===== src/core/rbv_consts.vh =====
// constants for the reset cause and bus error vector generator
// assumes a 16-bit classic wishbone slave with word-aligned registers
`ifndef RBV_CONSTS_VH
`define RBV_CONSTS_VH

`define RBV_ADR_RST_VEC     4'h0
`define RBV_ADR_BERR_VEC    4'h4
`define RBV_ADR_INT_STAT    4'h8
`define RBV_ADR_INT_MASK    4'hc

`define RBV_NUM_CAUSES      14
`define RBV_INT_BITS        2
`define RBV_INT_RST_BIT     0
`define RBV_INT_BERR_BIT    1
`define RBV_MASK_RESET      2'h0

`define RBV_BERR_TIMEOUT    8

`define RBV_CODE_NONE       8'h00
`define RBV_CODE_BROWNOUT   8'h02
`define RBV_CODE_RST_PIN    8'h04
`define RBV_CODE_SW_BOR     8'h06
`define RBV_CODE_DEEP_WAKE  8'h08
`define RBV_CODE_SECURITY   8'h0a
`define RBV_CODE_LSS        8'h0c
`define RBV_CODE_LS_OVP     8'h10
`define RBV_CODE_HS_OVP     8'h12
`define RBV_CODE_SW_POR     8'h14
`define RBV_CODE_WD_TMO     8'h16
`define RBV_CODE_WD_PW      8'h18
`define RBV_CODE_PERIPHERAL_AREA_FETCH       8'h1e
`define RBV_CODE_PM_PW      8'h20
`define RBV_CODE_BERR_USB   8'h02

`endif


===== src/core/rbv_wait_watch.v =====
// counts consecutive usb wait-state cycles and pulses on timeout
// assumes usb_wait_i is on clk_i
`timescale 1ns/1ps
`default_nettype none
`include "rbv_consts.vh"
module rbv_wait_watch #(
    parameter LIMIT = `RBV_BERR_TIMEOUT
) (
    // system
    input  wire       clk_i,
    input  wire       rst_i,
    // wait state in, timeout out
    input  wire       wait_i,
    output reg        tmo_o
);
    reg  [4:0] cnt_r;

    always @(posedge clk_i)
    begin
        if (rst_i)
        begin
            cnt_r <= 5'h00;
            tmo_o <= 1'b0;
        end
        else
        begin
            tmo_o <= 1'b0;
            if (!wait_i)
                cnt_r <= 5'h00;
            else if (cnt_r == LIMIT - 1)
            begin
                // one pulse per stalled access
                tmo_o <= 1'b1;
                cnt_r <= cnt_r + 5'h01;
            end
            else if (cnt_r < LIMIT)
                cnt_r <= cnt_r + 5'h01;
        end
    end
endmodule
`default_nettype wire


===== src/core/rbv_top.v =====
// reset cause and bus error vector generator with wishbone slave
// assumes reset-cause flags are level strobes from the reset hierarchy, on clk_i
`timescale 1ns/1ps
`default_nettype none
`include "rbv_consts.vh"
module rbv_top #(
    parameter BERR_TIMEOUT = `RBV_BERR_TIMEOUT
) (
    // system
    input  wire        clk_i,
    input  wire        rst_i,
    // wishbone slave
    input  wire        cyc_i,
    input  wire        stb_i,
    input  wire        we_i,
    input  wire [3:0]  adr_i,
    input  wire [1:0]  sel_i,
    input  wire [15:0] dat_i,
    output reg  [15:0] dat_o,
    output reg         ack_o,
    // reset cause events, bit order brownout..pm password
    input  wire [13:0] cause_i,
    // usb wait state
    input  wire        usb_wait_i,
    // interrupt
    output reg         irq_o
);
    reg  [13:0] pend_r;
    reg         berr_r;
    reg  [1:0]  stat_r;
    reg  [1:0]  mask_r;
    wire        usb_tmo;
    wire        acc;
    wire        wr;
    reg  [7:0]  rst_code;
    reg  [7:0]  berr_code;
    reg  [1:0]  stat_nxt;
    integer     i;

    // code for each cause bit, lowest index = highest priority
    function [7:0] cause_code;
        input [3:0] idx;
        begin
            case (idx)
                4'd0:    cause_code = `RBV_CODE_BROWNOUT;
                4'd1:    cause_code = `RBV_CODE_RST_PIN;
                4'd2:    cause_code = `RBV_CODE_SW_BOR;
                4'd3:    cause_code = `RBV_CODE_DEEP_WAKE;
                4'd4:    cause_code = `RBV_CODE_SECURITY;
                4'd5:    cause_code = `RBV_CODE_LSS;
                4'd6:    cause_code = `RBV_CODE_LS_OVP;
                4'd7:    cause_code = `RBV_CODE_HS_OVP;
                4'd8:    cause_code = `RBV_CODE_SW_POR;
                4'd9:    cause_code = `RBV_CODE_WD_TMO;
                4'd10:   cause_code = `RBV_CODE_WD_PW;
                4'd11:   cause_code = `RBV_CODE_PERIPHERAL_AREA_FETCH;
                4'd12:   cause_code = `RBV_CODE_PM_PW;
                default: cause_code = `RBV_CODE_NONE;
            endcase
        end
    endfunction

    rbv_wait_watch #(
        .LIMIT (BERR_TIMEOUT)
    ) u_watch (
        .clk_i  (clk_i),
        .rst_i  (rst_i),
        .wait_i (usb_wait_i),
        .tmo_o  (usb_tmo)
    );

    assign acc = cyc_i & stb_i & ~ack_o;
    assign wr  = acc & we_i;

    // priority encode, scanning from lowest priority so the highest wins
    always @*
    begin
        rst_code = `RBV_CODE_NONE;
        for (i = `RBV_NUM_CAUSES - 1; i >= 0; i = i - 1)
            if (pend_r[i])
                rst_code = cause_code(i[3:0]);
        rst_code[0] = 1'b0;
    end

    always @*
    begin
        // only the usb source exists; reserved codes are unreachable
        berr_code = berr_r ? `RBV_CODE_BERR_USB : `RBV_CODE_NONE;
    end

    // pending reset-cause flags; a cause seen in a clear cycle survives
    always @(posedge clk_i)
    begin
        if (rst_i)
            pend_r <= 14'h0000;
        else if (wr && adr_i == `RBV_ADR_RST_VEC)
            pend_r <= cause_i;
        else
            pend_r <= pend_r | cause_i;
    end

    always @(posedge clk_i)
    begin
        if (rst_i)
            berr_r <= 1'b0;
        else if (usb_tmo)
            berr_r <= 1'b1;
        else if (wr && adr_i == `RBV_ADR_BERR_VEC)
            berr_r <= 1'b0;
    end

    // sticky status: set on new pending cause or bus error, write one clears
    always @*
    begin
        stat_nxt = stat_r;
        if (wr && adr_i == `RBV_ADR_INT_STAT)
            stat_nxt = stat_r & ~dat_i[1:0];
        if (|(cause_i & ~pend_r))
            stat_nxt[`RBV_INT_RST_BIT] = 1'b1;
        if (usb_tmo)
            stat_nxt[`RBV_INT_BERR_BIT] = 1'b1;
    end

    always @(posedge clk_i)
    begin
        if (rst_i)
        begin
            stat_r <= 2'h0;
            mask_r <= `RBV_MASK_RESET;
            irq_o  <= 1'b0;
        end
        else
        begin
            stat_r <= stat_nxt;
            if (wr && adr_i == `RBV_ADR_INT_MASK && sel_i[0])
                mask_r <= dat_i[1:0];
            irq_o <= |(stat_nxt & mask_r);
        end
    end

    // one-wait-state bus answer
    always @(posedge clk_i)
    begin
        if (rst_i)
        begin
            ack_o <= 1'b0;
            dat_o <= 16'h0000;
        end
        else
        begin
            ack_o <= acc;
            dat_o <= 16'h0000;
            if (acc && !we_i)
            begin
                case (adr_i)
                    `RBV_ADR_RST_VEC:  dat_o <= {8'h00, rst_code};
                    `RBV_ADR_BERR_VEC: dat_o <= {8'h00, berr_code};
                    `RBV_ADR_INT_STAT: dat_o <= {14'h0000, stat_r};
                    `RBV_ADR_INT_MASK: dat_o <= {14'h0000, mask_r};
                    default:           dat_o <= 16'h0000;
                endcase
            end
        end
    end
endmodule
`default_nettype wire


===== config.mk =====
export PLATFORM = sky130hd
export DESIGN_NAME = rbv_top
export DESIGN_NICKNAME = d
export VERILOG_FILES = /design/src/core/rbv_wait_watch.v /design/src/core/rbv_top.v
export VERILOG_INCLUDE_DIRS = /design/src /design/src/core
export SDC_FILE = /design/constraint.sdc
export NUM_CORES = 1
export LEC_CHECK = 0
export BUFFER_PORTS_ARGS = -buffer_cell sky130_fd_sc_hd__buf_2
export CAP_MARGIN = 40
export CORE_UTILIZATION = 47
export DETAILED_ROUTE_END_ITERATION = 6
export GPL_TIMING_DRIVEN = 0
export PLACE_DENSITY = 0.78
export SLEW_MARGIN = 40
export SYNTH_ARGS = -nofsm -noshare
export SYNTH_HDL_FRONTEND = slang
export SYNTH_SLANG_ARGS = --single-unit

===== constraint.sdc =====
create_clock -name clk_i -period 1.6 [get_ports clk_i]
set_clock_uncertainty 0.05 [all_clocks]
set_input_delay 0.16 -clock clk_i [delete_from_list [all_inputs] [get_ports clk_i]]
set_output_delay 0.16 -clock clk_i [all_outputs]
set_load 0.005 [all_outputs]

==> flow_summary.yaml <==
setup_path:
  critPathMostFrequentCell: "sky130_fd_sc_hd__nor3_1"
  timing.critical_path.buf_inv: 0
  setup.worst_path.class: "flip-flop to flip-flop"
  end_kind: "flip-flop"
  startpoint_type: "flip-flop"
  timing.critical_path.max_delay_family: "compound AO/OA/AOI/OAI gates"
  critPathSlowestCell: "sky130_fd_sc_hd__dfxtp_1"
  arrival_ps: 1610
  path_cells: "nor2b_2 > nor3_1 > nor3_1 > o21ai_1 > a2111oi_2"
  crit_path_max_fanout: 5
  cp_data_required_time_ps: 1780
  cp_slowest_stage_delay_ps: 410
power_and_ir_drop:
  power_leakage_nw: 0.882
  fin_total_pwr_mw: 1.72
  p_seq_share_pct: 51.5
  power.share.switching_pct: 23.1
  worst_ir_drop_vdd_v: 0.000512
  clock_power_share_pct: 37.3
  p_sw_mw: 0.398
  p_int_mw: 1.33
  p_comb_share_pct: 11.2
  power_density_mw_per_mm2: 920
detailed_routing:
  drt_first_iter_violations: 38
  drt-total-wl_um: 2910
  drc: 6
  num_vias: 1314
  drtPass1Iterations: 7
  postRouteAntennaNets: 0
  wl_per_cell_um: 11.1
  via_cell_ratio: 5.00
floorplanning:
  chipHeight_um: 57.6
  die_width_um: 57.6
  num_rows: 19
  ios: 60
  die_area_mm2: 0.00332
  core_area_mm2: 0.00285
  initial_util_pct: 50.9
clock_network:
  cts_setup_buffers: 0
  numClockSinks: 33
  cts_htree_levels: 2
  worst_setup_hold_path_clk_slew_ps: 90
  cts_buffers: 5
  clock_insertion_delay_worst_skew_ps: 330
  clockRootBuffer: "sky130_fd_sc_hd__clkbuf_4"
  cts_buffer_depth: 2
  cts_tree: "done"
timing:
  totalNegativeSetupSlack_ps: 0
  report.final.setup_viol: 0
  timing.final.max_slew_violations: 0
  post-route-min-period_ps: 1430
  rsz0062_at_grt: "false"
  final_min_period_over_clock_period_pct: 89.5
  maxClockFrequency_mhz: 698
  final-hold-violation-count: 1
  fin_worst_hold_slack_ps: -2.43
global_routing:
  grt_start_max_net_pins: 11
  global_route.overflow_total: 0
  groute.usage.overall_pct: 20.4
  antenna_found_initial: 0
  first_global_vias: 1181
  grt_first_pass_wirelength_um: 5020
finish:
  area_growth_pct: 28.9
  diodes: 0
  final_nets: 274
  drive_above_1_share_pct: 26.3
  instances_no_fill: 263
run_status:
  run_status: "finished, violations left"
  failing_checks: "DRC, hold timing"
yosys:
  synth_warn: 0
  ys_types: 37
  synth-seq-area-share_pct: 45.5
  synthesis.area_mm2: 0.00145
  synthesis.instances: 175
  postSynthRegisterBits: 33
  synth.avg_cell_area_um2: 8.30
flow_run:
  max_cap_violations: 0
place:
  finalWeightedCongestion: 0.877
  detailed_place_hpwl_um: 2230
  placed_cells_incl_taps: 249
  port-buffer-count: 34
worst_hold_path:
  hold_class: "input port to flip-flop"
## timing repair
| action | 4_1_cts | 5_1_grt |
|---|---|---|
| endpoints found under the hold margin | 6 | 1 |
| hold buffers | 6 | 1 |
| endpoints found under the setup margin | 1 | 14 |
| gates cloned | 0 | 0 |
| resized for setup | 1 | 6 |
## sequential cells by signal, indices dropped and copies added, names as in the netlist
signal,cells
u_watch.cnt_r,5
stat_r,2
dat_o,6
mask_r,2
ack_o,1
irq_o,1
pend_r,14
berr_r,1
u_watch.tmo_o,1
## synth_stat cells
master,number,share of area [%]
sky130_fd_sc_hd__nand4b_2,1,1.0
sky130_fd_sc_hd__nand4_1,1,0.43
sky130_fd_sc_hd__a221oi_1,2,1.2
sky130_fd_sc_hd__nand2b_1,3,1.3
sky130_fd_sc_hd__or4_1,1,0.52
sky130_fd_sc_hd__nor4_1,2,0.86
sky130_fd_sc_hd__nand4b_1,1,0.60
sky130_fd_sc_hd__o22ai_1,5,2.2
sky130_fd_sc_hd__mux2i_1,2,1.4
sky130_fd_sc_hd__o21ai_0,2,0.69
sky130_fd_sc_hd__ha_1,1,0.86
sky130_fd_sc_hd__or3_1,1,0.43
sky130_fd_sc_hd__a2111oi_0,2,1.2
sky130_fd_sc_hd__nor2b_1,2,0.86
sky130_fd_sc_hd__and4_1,1,0.60
sky130_fd_sc_hd__or2_1,1,0.43
sky130_fd_sc_hd__nor3_1,10,3.4
sky130_fd_sc_hd__clkbuf_1,3,0.78
sky130_fd_sc_hd__a41oi_1,1,0.60
sky130_fd_sc_hd__nor2_1,30,7.8
sky130_fd_sc_hd__inv_1,19,4.9
sky130_fd_sc_hd__buf_4,10,5.2
sky130_fd_sc_hd__mux2_2,2,1.6
sky130_fd_sc_hd__conb_1,1,0.26
sky130_fd_sc_hd__o21ai_1,2,0.69
sky130_fd_sc_hd__nand3_1,1,0.34
sky130_fd_sc_hd__o221ai_1,1,0.60
sky130_fd_sc_hd__a21boi_1,1,0.52
sky130_fd_sc_hd__xnor2_1,2,1.2
sky130_fd_sc_hd__buf_2,1,0.34
sky130_fd_sc_hd__a21oi_1,18,6.2
sky130_fd_sc_hd__a22oi_1,1,0.52
sky130_fd_sc_hd__nand2_1,6,1.6
sky130_fd_sc_hd__dfxtp_1,33,45
sky130_fd_sc_hd__o31ai_2,2,1.7
sky130_fd_sc_hd__and3_1,2,0.86
sky130_fd_sc_hd__or4b_4,1,0.95
## placed cells by master (no fill, tap or decap), drive strengths merged, types with 3 or more instances in the layout
| master | n |
|---|---|
| conb | 10 |
| o21ai | 4 |
| a21oi | 18 |
| nor2 | 30 |
| nand2 | 6 |
| dlygate4sd3 | 7 |
| inv | 19 |
| nor3 | 10 |
| buf | 45 |
| dfxtp | 33 |
| o22ai | 5 |
| nand2b | 3 |
| clkbuf | 9 |
## power by group through the flow
stage                     combinational [mW]  clock, mW  sequential (mW)
after detailed placement               0.173          0            0.904
final                                  0.194      0.643            0.887
after CTS                              0.184      0.648            0.885
after global placement                 0.170          0            0.903
after global routing                   0.219      0.696            0.894
after floorplan                        0.110          0            0.895
## logic make-up (layout without fill, tap and decap cells)
group | Yosys count | after routing | synth area share, %
AO/OA/AOI/OAI | 37 | 37 | 16.1
XOR/XNOR | 2 | 2 | 1.21
adder cells (fa/ha/maj) | 1 | 1 | 0.861
buffers and inverters | 33 | 81 | 11.2
flip-flops | 33 | 33 | 45.5
multiplexers | 4 | 4 | 2.93
other | 1 | 10 | 0.258
AND/OR/NAND/NOR | 64 | 64 | 22.0
## final cells by class
type	count	area [um^2]
sequential	33	661
fill	264	980
clock buffer	7	55.1
multi-input combinational	118	687
clock inverter	1	30.0
buffer	13	90.1
inverter	19	71.3
tap	31	38.8
timing repair buffer	41	240
## worst register-to-register path, delay by kind of cell, from the launching register on
family	cells	cell delay [ps]
AO/OA/AOI/OAI	2	470
flip-flops	1	410
AND/OR/NAND/NOR	3	390
## worst paths after layout
check | from | end | slack [ps] | cells past startpoint
hold / removal | cause_i[9] | pend_r[9]$_SDFF_PP0_ | -2 | 3
setup reg to reg | pend_r[11]$_SDFF_PP0_ | dat_o[2]$_SDFF_PP0_ | 170 | 5
setup / recovery | pend_r[11]$_SDFF_PP0_ | dat_o[2]$_SDFF_PP0_ | 170 | 5
hold reg to reg | pend_r[12]$_SDFF_PP0_ | dat_o[5]$_SDFF_PP0_ | 420 | 2
## metal layers
layer / GRT usage [%] / share of wire [%] / wire length [um] / vias up
li1: - / - / - / 695
met3: 8.84 / 6.3 / 182 / 6
met2: 28.6 / 44 / 1280 / 40
met4: 10.1 / 1.9 / 54 / 0
met5: 0 / 0 / 0 / -
met1: 26.6 / 48 / 1390 / 573
## metrics by stage
| stage | setup slack [ps] | instance area (um^2) | util, % |
|---|---|---|---|
| 2_1_floorplan | 185 | 1490 | - |
| 3_3_place_gp | 46.7 | 1700 | 59.4 |
| 3_5_place_dp | 50.8 | 1700 | 59.4 |
| 4_1_cts | 17.3 | 1840 | 64.6 |
| 5_1_grt | 31.8 | 1870 | 65.7 |
| 6_report | 168 | 1870 | 65.7 |
Power figures use the tool's default switching activity.
